<file path="config.mk">
export PLATFORM = sky130hd
export DESIGN_NAME = hiss_host_if
export DESIGN_NICKNAME = d
export VERILOG_FILES = /design/src/hiss_pkg.sv /design/src/hiss_host_if.sv
export SDC_FILE = /design/constraint.sdc
export NUM_CORES = 1
export LEC_CHECK = 0
export ABC_AREA = 1
export BUFFER_PORTS_ARGS = -buffer_cell sky130_fd_sc_hd__buf_2
export CAP_MARGIN = 30
export CORE_MARGIN = 5
export CORE_UTILIZATION = 50
export DETAILED_ROUTE_END_ITERATION = 10
export PLACE_DENSITY = 0.83
export SYNTH_ARGS = -nofsm -noshare
export SYNTH_HDL_FRONTEND = slang
export SYNTH_SLANG_ARGS = --single-unit
</file>
<file path="constraint.sdc">
create_clock -name clk -period 2.1 [get_ports clk]
set_input_delay 0.21 -clock clk [delete_from_list [all_inputs] [get_ports clk]]
set_output_delay 0.21 -clock clk [all_outputs]
set_load 0.01 [all_outputs]
</file>
<file path="src/hiss_pkg.sv">
// package with constants and types for the host interface front end
package hiss_pkg;
    // host protocol chosen by the two select inputs
    typedef enum logic [1:0] {
        HISS_SPI4,
        HISS_SPI3,
        HISS_P68,
        HISS_P80
    } hiss_proto_t;
    // bit positions of serial pins on the host data bus
    localparam int SCLK_BIT = 0;
    localparam int SERIAL_IN_BIT = 1;
    // bits in a serial byte, and in a three-wire word with leading d/c bit
    localparam logic [3:0] BYTE_BITS = 4'h8;
    localparam logic [3:0] WORD3_BITS = 4'h9;
    // frame trigger period in clock cycles (arbitrary divider)
    localparam int FRAME_DIV = 40000;
    // depth of the output buffer
    localparam logic [1:0] BUF_DEPTH = 2'h2;
endpackage

</file>
<file path="src/hiss_host_if.sv">
// host interface front end: protocol select, strobes, byte steering
// Function
// - select pins choose serial or parallel protocol
// - reset low initialises controller and driver
// - bus ignored unless chip select low
// - parallel byte: d/c high data, low command
// - serial byte: d/c high data, low command (pin in four-wire, leading bit in three-wire)
// - frame trigger out on unconnected test pad
// - serial data on bit 1, clock bit 0
// - 80-style: read/write on strobe low
// - 68-style: enable high, r/w selects direction
`timescale 1ns/1ps
module hiss_host_if #(
    parameter int FRAME_CYCLES = hiss_pkg::FRAME_DIV
) (
    input wire logic clk,
    input wire logic resetn,
    input wire logic proto_sel_lo,
    input wire logic proto_sel_hi,
    input wire logic cs_n,
    input wire logic dc_in,
    input wire logic rw_wr_n,
    input wire logic en_rd_n,
    input wire logic [7:0] host_data_bus_i,
    output logic [7:0] host_data_bus_o,
    output logic host_data_bus_oe,
    input wire logic [7:0] rd_data,
    output logic rd_req,
    output logic out_valid,
    input wire logic out_ready,
    output logic [7:0] out_byte,
    output logic out_is_data,
    output logic init_busy,
    output logic frame_trigger_out
);
    // three-stage synchronisers for all pins
    logic [2:0] cs_s, dc_s, rw_s, en_s, sclk_s, ser_in_s;
    logic [2:0] sel_lo_s, sel_hi_s; // select pins, settle during reset
    logic [7:0] d1_q, d2_q, d3_q;
    // last agreed level of the filtered d/c, r/w, enable and serial data pins
    logic dc_h_q, rw_h_q, en_h_q, ser_in_h_q;
    // sampled protocol, fixed until next reset
    hiss_pkg::hiss_proto_t proto_q;
    logic proto_ok_q;
    // serial shift state
    logic [8:0] shreg_q;
    logic [3:0] bitcnt_q;
    // strobe edge tracking (filtered levels)
    logic wr_lvl_q, rd_lvl_q, sclk_lvl_q;
    // produced word towards buffer
    logic push;
    logic [7:0] push_byte;
    logic push_dc;
    // two-entry buffer storage
    logic [7:0] buf_byte [2];
    logic buf_dc [2];
    logic [1:0] count_q;
    logic wptr_q, rptr_q;
    logic [31:0] frame_cnt_q; // frame trigger divider

    // filtered level: follows the pin once stages two and three agree
    function automatic logic agreed(input logic [2:0] s, input logic held);
        agreed = (s[1] == s[2]) ? s[2] : held;
    endfunction

    // filtered levels: second and third stage agree
    logic cs_act, dc_f, rw_f, en_f, sclk_f, ser_in_f;
    assign cs_act = (cs_s[1] == cs_s[2]) ? !cs_s[2] : 1'b0;
    assign dc_f = agreed(dc_s, dc_h_q);
    assign rw_f = agreed(rw_s, rw_h_q);
    assign en_f = agreed(en_s, en_h_q);
    assign sclk_f = agreed(sclk_s, sclk_lvl_q);
    assign ser_in_f = agreed(ser_in_s, ser_in_h_q);

    // synchroniser chains
    always_ff @(posedge clk or negedge resetn) begin
        if (!resetn) begin
            cs_s <= 3'h7;
            dc_s <= 3'h0;
            rw_s <= 3'h7;
            en_s <= 3'h7;
            sclk_s <= 3'h0;
            ser_in_s <= 3'h0;
            d1_q <= 8'h00;
            d2_q <= 8'h00;
            d3_q <= 8'h00;
        end else begin
            cs_s <= {cs_s[1:0], cs_n};
            dc_s <= {dc_s[1:0], dc_in};
            rw_s <= {rw_s[1:0], rw_wr_n};
            en_s <= {en_s[1:0], en_rd_n};
            sclk_s <= {sclk_s[1:0],
                       host_data_bus_i[hiss_pkg::SCLK_BIT]};
            ser_in_s <= {ser_in_s[1:0],
                         host_data_bus_i[hiss_pkg::SERIAL_IN_BIT]};
            d1_q <= host_data_bus_i;
            d2_q <= d1_q;
            d3_q <= d2_q;
        end
    end

    // agreed levels held while the synchroniser stages disagree
    always_ff @(posedge clk or negedge resetn) begin
        if (!resetn) begin
            dc_h_q <= 1'b0;
            rw_h_q <= 1'b1;
            en_h_q <= 1'b1;
            ser_in_h_q <= 1'b0;
        end else begin
            dc_h_q <= dc_f;
            rw_h_q <= rw_f;
            en_h_q <= en_f;
            ser_in_h_q <= ser_in_f;
        end
    end

    // select synchronisers run without reset, so they settle while reset
    // is held; reset must therefore last at least three clocks
    always_ff @(posedge clk) begin
        sel_lo_s <= {sel_lo_s[1:0], proto_sel_lo};
        sel_hi_s <= {sel_hi_s[1:0], proto_sel_hi};
    end

    // protocol capture on first cycle after reset release
    always_ff @(posedge clk or negedge resetn) begin
        if (!resetn) begin
            proto_q <= hiss_pkg::HISS_SPI4;
            proto_ok_q <= 1'b0;
        end else if (!proto_ok_q) begin
            proto_ok_q <= 1'b1;
            case ({sel_lo_s[2], sel_hi_s[2]})
                2'b10: proto_q <= hiss_pkg::HISS_SPI3;
                2'b00: proto_q <= hiss_pkg::HISS_SPI4;
                2'b11: proto_q <= hiss_pkg::HISS_P68;
                default: proto_q <= hiss_pkg::HISS_P80;
            endcase
        end
    end

    // initialisation flag: high while reset or protocol not captured
    assign init_busy = !proto_ok_q;

    logic serial;
    assign serial = (proto_q == hiss_pkg::HISS_SPI3) ||
                    (proto_q == hiss_pkg::HISS_SPI4);

    // write and read strobe activity per parallel mode
    logic wr_act, rd_act;
    always_comb begin
        wr_act = 1'b0;
        rd_act = 1'b0;
        case (proto_q)
            hiss_pkg::HISS_P80: begin
                wr_act = cs_act && !rw_f;
                rd_act = cs_act && !en_f;
            end
            hiss_pkg::HISS_P68: begin
                wr_act = cs_act && en_f && !rw_f;
                rd_act = cs_act && en_f && rw_f;
            end
            default: begin
                wr_act = 1'b0;
                rd_act = 1'b0;
            end
        endcase
    end

    // strobe level history for edge detection
    always_ff @(posedge clk or negedge resetn) begin
        if (!resetn) begin
            wr_lvl_q <= 1'b0;
            rd_lvl_q <= 1'b0;
            sclk_lvl_q <= 1'b0;
        end else begin
            wr_lvl_q <= wr_act && proto_ok_q;
            rd_lvl_q <= rd_act && proto_ok_q;
            sclk_lvl_q <= sclk_f;
        end
    end

    // serial receiver: shift on rising serial clock while selected
    logic sclk_rise;
    logic [3:0] need_bits;
    assign sclk_rise = sclk_f && !sclk_lvl_q;
    assign need_bits = (proto_q == hiss_pkg::HISS_SPI3) ?
                       hiss_pkg::WORD3_BITS : hiss_pkg::BYTE_BITS;
    always_ff @(posedge clk or negedge resetn) begin
        if (!resetn) begin
            shreg_q <= 9'h000;
            bitcnt_q <= 4'h0;
        end else if (!serial || !cs_act || !proto_ok_q) begin
            bitcnt_q <= 4'h0; // deselect aborts a partial word
        end else if (sclk_rise) begin
            shreg_q <= {shreg_q[7:0], ser_in_f};
            bitcnt_q <= (bitcnt_q + 4'h1 == need_bits) ? 4'h0 :
                        bitcnt_q + 4'h1;
        end
    end

    // word completion: push a byte with its data/command tag
    logic ser_done;
    assign ser_done = serial && cs_act && proto_ok_q && sclk_rise &&
                      (bitcnt_q + 4'h1 == need_bits);
    always_comb begin
        push = 1'b0;
        push_byte = d3_q;
        push_dc = dc_f;
        if (ser_done) begin
            push = 1'b1;
            push_byte = {shreg_q[6:0], ser_in_f};
            if (proto_q == hiss_pkg::HISS_SPI3) begin
                push_dc = shreg_q[7];
            end else begin
                push_dc = dc_f;
            end
        end else if (!serial && wr_lvl_q && !(wr_act && proto_ok_q)) begin
            push = 1'b1; // byte latched at end of write strobe
            push_byte = d3_q;
            push_dc = dc_f;
        end
    end

    // two-entry buffer; a push while full is dropped (host too fast)
    logic do_push, do_pop;
    assign do_push = push && (count_q != hiss_pkg::BUF_DEPTH);
    assign do_pop = out_valid && out_ready;
    always_ff @(posedge clk or negedge resetn) begin
        if (!resetn) begin
            count_q <= 2'h0;
            wptr_q <= 1'b0;
            rptr_q <= 1'b0;
        end else begin
            if (do_push) begin
                wptr_q <= !wptr_q;
            end
            if (do_pop) begin
                rptr_q <= !rptr_q;
            end
            count_q <= count_q + {1'b0, do_push} - {1'b0, do_pop};
        end
    end

    // buffer storage write
    always_ff @(posedge clk) begin
        if (do_push) begin
            buf_byte[wptr_q] <= push_byte;
            buf_dc[wptr_q] <= push_dc;
        end
    end

    assign out_valid = (count_q != 2'h0);
    assign out_byte = out_valid ? buf_byte[rptr_q] : 8'h00;
    assign out_is_data = out_valid ? buf_dc[rptr_q] : 1'b0;

    // read path: request on read start, drive bus while read active
    assign rd_req = rd_act && proto_ok_q && !rd_lvl_q;
    always_ff @(posedge clk or negedge resetn) begin
        if (!resetn) begin
            host_data_bus_o <= 8'h00;
            host_data_bus_oe <= 1'b0;
        end else begin
            host_data_bus_o <= rd_data;
            host_data_bus_oe <= rd_act && proto_ok_q && !serial;
        end
    end

    // frame trigger: free divider toggling the test pad output
    always_ff @(posedge clk or negedge resetn) begin
        if (!resetn) begin
            frame_cnt_q <= 32'h0;
            frame_trigger_out <= 1'b0;
        end else if (frame_cnt_q == 32'(FRAME_CYCLES - 1)) begin
            frame_cnt_q <= 32'h0;
            frame_trigger_out <= !frame_trigger_out;
        end else begin
            frame_cnt_q <= frame_cnt_q + 32'h1;
        end
    end
endmodule // hiss_host_if

</file>
==> results.yml, run 1 <==
status:
  status: "finished clean"
logic_synthesis:
  synth_edf_count: 18
  avgSynthCellArea_um2: 9.78
  synthFlopType: "dfrtp_1"
  synth_seq_cells: 128
  syn_inst: 538
  syn_area_mm2: 0.00526
  yosysMostFrequentCell: "nand2_1"
  synth_top_area_share_pct: 44.2
  yosys.area.top_type: "dfrtp_1"
  ys_top_cells_by_count: "nand2_1, dfrtp_1, inv_1, nor2_1, nand3_1"
  synthTopCellsByArea: "dfrtp_1, edfxtp_1, nand2_1"
  ys_types: 33
  synth_warnings: 0
  synthArstFlopShare_pct: 81.3
  ys_seq_area_share_pct: 62.3
  syn_nets: 569
clock_network:
  tritoncts: "done"
  cts_sinks: 128
  ctsLongestPathBuffers: 2
  cts-root-buf: "clkbuf_8"
  cts_buffers: 17
  path_clk_slew_ps: 60
  h-tree-depth: 4
  insertion_delay_ps: 520
floorplanning:
  io_pins: 47
  row_count: 37
  die_x_um: 113
  dieArea_mm2: 0.0127
  chipHeight_um: 113
  start_util_pct: 51.2
  core-area_mm2: 0.0103
timing:
  whs_ps: 73.7
  setup_ws_ps: 61.5
  finClkSkew_ps: 10.4
  fmax_mhz: 491
  finalCriticalPeriod_ps: 2040
  fin_crit_sh_pct: 97.1
  hold_viol: 0
  tns_ps: 0
  setup_violations: 0
  slew_violations: 0
  rsz0062_at_grt: "no"
worst_setup_path:
  critPathRequiredTime_ps: 2510
  cp-end-kind: "flip-flop"
  cp_data_arrival_time_ps: 2440
  cp_max_fo: 3
  critPathKind: "reg2reg"
  cp-start-kind: "flip-flop"
route:
  vias: 3826
  vias_per_cell: 4.92
  antenna_left: 0
  dr.pass1.iters: 4
  wl_per_cell_um: 13.5
  drt_iter0_drc: 249
  wl_um: 10500
  drc: 0
placement:
  place.gp.congestion: 0.915
  dpl.cell_count: 722
  port_buffers: 46
  post-dp-hpwl_um: 6750
  place_ws_ps: 48.3
finish:
  fin_util_pct: 64.6
  finalNetCount: 659
  area_growth_pct: 26.1
  drive_above_1_share_pct: 20.3
  n_antenna_cell: 0
  stdcell_count: 777
grt:
  grt-ovfl-total: 0
  grt_pass1_vias: 3987
  grtUsageMet2_pct: 30.3
  grt_pass1_wl_um: 18000
  met3_usage_pct: 4.91
  busiest_layer: "met2"
  grt_util_met1_pct: 20.9
  antenna_found_initial: 0
  grt_start_max_net_pins: 48
  grtUsageTotal_pct: 17.6
power:
  p_per_area_mw_per_mm2: 1000
  leakage_nw: 3.19
  ir_worst_vdd_uv: 592
run:
  cap_violations: 0
hold_path:
  hold_class: "in2reg"
per-layer routing:
layer | up-vias | wire length, µm
li1 | 1859 | -
met1 | 1819 | 4240
met2 | 123 | 5490
met3 | 25 | 506
met4 | 0 | 229
met5 | - | 0
state kept, by name, indices dropped and copies added (netlist names), 4 cells and up:
signal           count
frame_cnt_q         32
d1_q                 8
d3_q                 8
bitcnt_q             4
d2_q                 8
host_data_bus_o      8
shreg_q              8
buf_byte            16
power breakdown:
part | internal, W | switching [W] | total (W)
clock network | 0.00227 | 0.00105 | 0.00332
logic | 0.000256 | 0.000343 | 0.000600
registers | 0.00264 | 0.0000883 | 0.00273
metrics by stage:
stage / cell area, µm² / total power (W)
finish: 6640 / 0.00665
global route: 6640 / 0.00691
CTS: 6630 / 0.00670
detailed placement: 5710 / 0.00333
global placement: 5710 / 0.00330
floorplan: 5260 / 0.00308
placed cells by master, fill, tap and decap left out, types with 7 or more instances in the layout:
master	count
nand2_1	131
dfrtp_1	93
inv_1	84
buf_2	45
nor2_1	41
nand3_1	25
dlygate4sd3_1	23
o21ai_0	19
edfxtp_1	18
xor2_1	17
clkbuf_16	17
nor3_1	14
nand4_1	11
dfstp_2	11
a21oi_1	9
inv_2	8
o21ai_2	7
buf_4	7
cell families (layout without fill, tap and decap cells):
logic type / Yosys count / count (layout) / share of synthesized area (%)
AO/OA/AOI/OAI: 40 / 40 / 4.40
adder cells (fa/ha/maj): 8 / 8 / 1.81
other: 1 / 1 / 0.0713
flip-flops: 128 / 128 / 62.3
XOR/XNOR: 21 / 21 / 3.49
buffers and inverters: 98 / 201 / 7.09
AND/OR/NAND/NOR: 242 / 242 / 20.9
critical path: stages, from the launching register on:
cell and delay, ps:
dfrtp_1 440, ha_4 280, inv_1 80, nand3_1 100
nor2_2 130, nand3_2 80, nand2_1 90, nand2_1 90
ha_1 290, inv_1 40, ha_1 180, xnor2_1 120
what timing repair did:
| action | 4_1_cts | 5_1_grt |
|---|---|---|
| hold endpoints to repair | 53 | 0 |
| setup endpoints to repair | 2 | 2 |
| hold buffers | 23 | 0 |
| gates resized for setup | 1 | 6 |
| buffers inserted | 0 | 0 |
| pin swaps | 0 | 2 |
layout make-up:
| class | count | area (µm²) |
|---|---|---|
| Fill cell | 776 | 3640 |
| Timing Repair Buffer | 76 | 528 |
| Multi-Input combinational cell | 312 | 1630 |
| Sequential cell | 128 | 3280 |
| Tap cell | 136 | 170 |
| Inverter | 93 | 349 |
| Clock buffer | 19 | 453 |
| Clock inverter | 13 | 229 |
path summary, 6_finish.rpt:
kind | end | slack [ps] | depth (start not counted) | from
worst min-delay path | rptr_q | 70 | 4 | out_ready
worst max-delay path | count_q[1] | 60 | 11 | bitcnt_q[0]
max in group asynchronous | cs_s[0] | 1160 | 3 | resetn
worst max register to register | count_q[1] | 60 | 11 | bitcnt_q[0]
min in group asynchronous | host_data_bus_o[5] | 170 | 2 | resetn
worst min register to register | sel_lo_s[1] | 330 | 0 | sel_lo_s[0]
Power figures use the tool's default switching activity.
==> run 2: changes to the inputs <==
--- a/config.mk
+++ b/config.mk
@@ -9,9 +9,9 @@
 export BUFFER_PORTS_ARGS = -buffer_cell sky130_fd_sc_hd__buf_2
 export CAP_MARGIN = 30
 export CORE_MARGIN = 5
-export CORE_UTILIZATION = 50
+export CORE_UTILIZATION = 35
 export DETAILED_ROUTE_END_ITERATION = 10
-export PLACE_DENSITY = 0.83
+export PLACE_DENSITY = 0.65
 export SYNTH_ARGS = -nofsm -noshare
 export SYNTH_HDL_FRONTEND = slang
 export SYNTH_SLANG_ARGS = --single-unit
==> results.yml, run 2 (same netlist as run 1, synthesis figures left out) <==
grt:
  grt_start_max_net_pins: 65
  antenna_found_initial: 0
  grtUsageTotal_pct: 12.3
  grt_pass1_vias: 3748
  grt_pass1_wl_um: 17300
  grt-ovfl-total: 0
worst_setup_path:
  cp_data_arrival_time_ps: 2260
  reg2reg_from: "bitcnt_q[1]"
  cp-start-kind: "flip-flop"
  ff2ff_setup_slack_ps: 130
  rr_endpoint: "count_q[1]"
  cp-end-kind: "flip-flop"
  reg2reg_depth: 11
  critPathKind: "reg2reg"
  cp_max_fo: 3
  critPathRequiredTime_ps: 2390
status:
  status: "finished clean"
route:
  wl_per_cell_um: 12.0
  drc: 0
  drt_iter0_drc: 194
  dr.pass1.iters: 4
  vias: 3634
  wl_um: 9930
  antenna_left: 0
  vias_per_cell: 4.40
floorplanning:
  io_pins: 47
  start_util_pct: 35.9
  core-area_mm2: 0.0146
  chipHeight_um: 133
  dieArea_mm2: 0.0176
  die_x_um: 133
  row_count: 44
hold_path:
  holdPathStages: 4
  hold_class: "in2reg"
  hold-path-endpoint: "rptr_q"
  hold_start: "out_ready"
clock_network:
  cts_sinks: 128
  h-tree-depth: 4
  cts-root-buf: "clkbuf_16"
  path_clk_slew_ps: 60
  ctsLongestPathBuffers: 2
  cts_buffers: 17
  tritoncts: "done"
  insertion_delay_ps: 410
placement:
  place.gp.congestion: 0.868
  port_buffers: 46
  post-dp-hpwl_um: 6830
power:
  leakage_nw: 3.16
  ir_worst_vdd_uv: 523
  p_per_area_mw_per_mm2: 948
  finalPower_w: 0.00627
timing:
  finalCriticalPeriod_ps: 1970
  fmax_mhz: 507
  finClkSkew_ps: 8.23
  hold_viol: 0
  whs_ps: 170
  setup_violations: 0
  fin_crit_sh_pct: 93.9
  slew_violations: 0
finish:
  largest-register: "frame_cnt_q"
  largest_reg_flops: 32
  drive_above_1_share_pct: 20.6
  area_growth_pct: 25.7
  final_common_cell: "nand2_1"
  final_cell_mix: "nand2_1, dfrtp_1, inv_1"
  nFillCells: 1356
  finalNetCount: 660
  top_regs: "frame_cnt_q x32, buf_byte x16"
  n_antenna_cell: 0
run:
  cap_violations: 0
[run 2: worst max-delay path by stage]
stage / startpoint / slack (ps) / end / cells after the start
after CTS: bitcnt_q[1] / 4 / count_q[1] / 11
after detailed placement: bitcnt_q[1] / 70 / count_q[1] / 11
after global routing: bitcnt_q[1] / -40 / count_q[1] / 11
after global placement: bitcnt_q[1] / 160 / count_q[1] / 11
after floorplan: bitcnt_q[0] / 10 / buf_byte[1][0] / 8
final: bitcnt_q[1] / 130 / count_q[1] / 11
[run 2: final cells by class]
class,instances,area [µm²],area share (%)
Clock buffer,18,439,6.64
Clock inverter,14,153,2.31
Inverter,93,349,5.28
Multi-Input combinational cell,312,1630,24.6
Sequential cell,128,3280,49.5
Tap cell,184,230,3.48
Timing Repair Buffer,77,536,8.10
[run 2: through the flow]
step                setup slack (ps)  instance area, µm²  TNS, ps  utilization, %  cells
floorplan                       10.7                5260        0               -    538
global placement                 157                5770        0            39.4    770
global route                   -38.3                6610    -38.3            45.2    826
detailed placement              68.9                5770        0            39.4    770
CTS                             4.07                6590        0            45.0    825
finish                           127                6610        0            45.2    826
[run 2: repair_timing]
action,in CTS,in global routing
endpoints found under the setup margin,1,3
setup buffers,0,1
hold endpoints to repair,119,0
gates resized for setup,0,6
hold buffers,23,0
pin swaps,1,2
[run 2: critical path: stages (launching register included)]
cell and delay, ps:
dfrtp_1 380, ha_1 310, inv_1 70, nand3_1 90, nor2_2 120, nand3_2 80, nand2_2 90, nand2_2 60
ha_1 270, inv_1 40, ha_2 190, xnor2_2 140
[run 2: power by group]
part / internal [W] / switching, W
sequential: 0.00264 / 0.0000857
combinational: 0.000276 / 0.000366
clock: 0.00180 / 0.00111
[run 2: metal layers]
| metal | GRT usage (%) | up-vias | wire, µm |
|---|---|---|---|
| met3 | 4.10 | 11 | 379 |
| met4 | 5.25 | 0 | 109 |
| li1 | - | 1862 | - |
| met1 | 14.3 | 1701 | 4310 |
| met5 | 0 | - | 0 |
| met2 | 20.7 | 60 | 5130 |
==> run 3: changes to the inputs <==
--- a/config.mk
+++ b/config.mk
@@ -5,7 +5,6 @@
 export SDC_FILE = /design/constraint.sdc
 export NUM_CORES = 1
 export LEC_CHECK = 0
-export ABC_AREA = 1
 export BUFFER_PORTS_ARGS = -buffer_cell sky130_fd_sc_hd__buf_2
 export CAP_MARGIN = 30
 export CORE_MARGIN = 5
==> results.yml, run 3 <==
power:
  p_sw_w: 0.00142
  leakage_nw: 2.90
  netSwitchingFraction_pct: 23.2
  p_per_area_mw_per_mm2: 969
  seqPwrFrac_pct: 45.0
  internal-power_w: 0.00470
  power_frac_comb_pct: 10.4
  p_clk_share_pct: 44.6
  ir_worst_vdd_uv: 603
worst_setup_path:
  setup.worst_path.end: "count_q[1]"
  reg2reg_depth: 9
  critPathKind: "reg2reg"
  critPathRequiredTime_ps: 2440
  startpoint: "cs_s[2]"
  cp-end-kind: "flip-flop"
  cp_max_fo: 2
  cp-start-kind: "flip-flop"
  ff2ff_setup_slack_ps: -270
  cp_data_arrival_time_ps: 2700
  reg2reg_from: "cs_s[2]"
  rr_endpoint: "count_q[1]"
placement:
  place_ws_ps: -332
  port_buffers: 46
  place.gp.congestion: 0.797
  dpl.cell_count: 577
  post-dp-hpwl_um: 5320
timing:
  finClkSkew_ps: 7.23
  fmax_mhz: 422
  rsz0062_at_grt: "yes"
  fin_crit_sh_pct: 113
  tightest_slew_ps: 523
  slew_headroom_pct: 65.1
  hold_viol: 0
  setup_ws_ps: -270
  slew_violations: 0
  tns_ps: -5160
  finalCriticalPeriod_ps: 2370
  setup_violations: 36
floorplanning:
  row_count: 42
  dieArea_mm2: 0.0159
  start_util_pct: 35.7
  die_x_um: 126
  chipHeight_um: 126
  core-area_mm2: 0.0132
  io_pins: 47
finish:
  stdcell_count: 640
  nFillCells: 1145
  seq_area_mm2: 0.00328
  area_growth_pct: 34.2
  drive_above_1_share_pct: 32.5
  top_regs: "frame_cnt_q x32, buf_byte x16"
  fin_util_pct: 47.9
  largest-register: "frame_cnt_q"
  n_antenna_cell: 0
  finalNetCount: 482
  largest_reg_flops: 32
  multi_input_area_mm2: 0.00147
  final_common_cell: "dfrtp_1"
  final_cell_mix: "dfrtp_1, buf_2, nor2_1"
grt:
  grtUsageTotal_pct: 11.4
  grt_pass1_vias: 3070
  grt_pass1_wl_um: 14300
  grt_start_max_net_pins: 48
  antenna_found_initial: 0
  grt-ovfl-total: 0
clock_network:
  cts-root-buf: "clkbuf_16"
  cts_sinks: 128
  insertion_delay_ps: 410
  tritoncts: "done"
  cts_buffers: 17
  h-tree-depth: 4
  path_clk_slew_ps: 50
  ctsLongestPathBuffers: 2
status:
  status: "finished with violations"
  violations: "negative setup slack"
logic_synthesis:
  synthArstFlopShare_pct: 81.3
  ys_types: 40
  yosys.area.top_type: "dfrtp_1"
  syn_nets: 365
  avgSynthCellArea_um2: 14.1
  ys_top_cells_by_count: "dfrtp_1, nor2_1, xor2_1, nand3_1, xnor2_1"
  ys_seq_area_share_pct: 69.6
  yosysMostFrequentCell: "dfrtp_1"
  synth_seq_cells: 128
  synth_warnings: 0
  synth_edf_count: 18
  synth_top_area_share_pct: 49.5
  synthTopCellsByArea: "dfrtp_1, edfxtp_1, dfstp_2"
  synthFlopType: "dfrtp_1"
  syn_area_mm2: 0.00471
  syn_inst: 334
run:
  cap_violations: 0
route:
  vias_per_cell: 4.42
  antenna_left: 0
  vias: 2830
  wl_um: 8200
  dr.pass1.iters: 4
  drt_iter0_drc: 105
  drc: 0
  wl_per_cell_um: 12.8
hold_path:
  hold_class: "in2reg"
[run 3: cell types whose count changed in the layout (fill, tap and decap cells not counted), sizes merged, moves of 12 or more]
cell / delta
nand2: -118
inv: -89
o21ai: -26
buf: +25
mux2: +16
xnor2: +15
nor2: -13
nor3: -12
[run 3: critical path: stages (launching register included)]
cell	delay [ps]
dfstp_2	360
or4b_4	530
or2_4	270
nor4b_4	250
a2bb2oi_2	100
ha_1	290
inv_2	40
ha_4	150
xnor2_2	170
xnor2_1	130
[run 3: cell type report]
type	instances	area share, %
clock buffer	23	7.59
clock inverter	9	1.35
inverter	9	0.535
multi-input combinational	193	23.3
sequential	128	51.9
tap	176	3.49
timing repair buffer	102	11.9
[run 3: per-layer routing]
layer	vias to the layer above	wire, µm	track usage [%]
met1	1394	3470	13.1
li1	1379	-	-
met3	12	355	4.91
met2	45	4240	18.7
met5	-	0	0
met4	0	131	5.11
[run 3: worst min-delay path by stage]
| stage | startpoint | end | slack, ps | cells after the start |
|---|---|---|---|---|
| floorplan | resetn | bitcnt_q[0] | -90 | 0 |
| global placement | resetn | host_data_bus_oe | 160 | 1 |
| detailed placement | resetn | host_data_bus_oe | 170 | 1 |
| CTS | out_ready | rptr_q | 210 | 3 |
| global route | out_ready | rptr_q | 230 | 3 |
| finish | out_ready | rptr_q | 220 | 3 |
[run 3: power by group through the flow]
| stage | clock [W] | combinational, W | sequential [W] |
|---|---|---|---|
| 6_report | 0.00273 | 0.000639 | 0.00275 |
| 3_3_place_gp | 0 | 0.000542 | 0.00278 |
| 4_1_cts | 0.00280 | 0.000642 | 0.00275 |
| 3_5_place_dp | 0 | 0.000560 | 0.00278 |
| 5_1_grt | 0.00294 | 0.000718 | 0.00277 |
| 2_1_floorplan | 0 | 0.000353 | 0.00273 |
[run 3: cells by family after synthesis]
logic type / count (synthesis) / synth area share (%)
multiplexers: 26 / 5.96
XOR/XNOR: 39 / 7.26
flip-flops: 128 / 69.6
adder cells (fa/ha/maj): 11 / 2.66
buffers and inverters: 13 / 1.20
other: 1 / 0.0797
AO/OA/AOI/OAI: 8 / 1.20
AND/OR/NAND/NOR: 108 / 12.0
[run 3: stage by stage]
step	cell area (µm²)	total power (W)	hold slack [ps]
floorplan	4710	0.00309	-85.6
global placement	5340	0.00332	164
detailed placement	5340	0.00334	173
CTS	6300	0.00619	209
global route	6320	0.00643	227
finish	6320	0.00612	222
[run 3: timing repair]
item	CTS	global route
hold buffers	23	0
pin swaps	4	3
gates resized for setup	33	5
endpoints found under the setup margin	38	40
cloned	3	0
buffers inserted	6	1
hold endpoints to repair	41	0
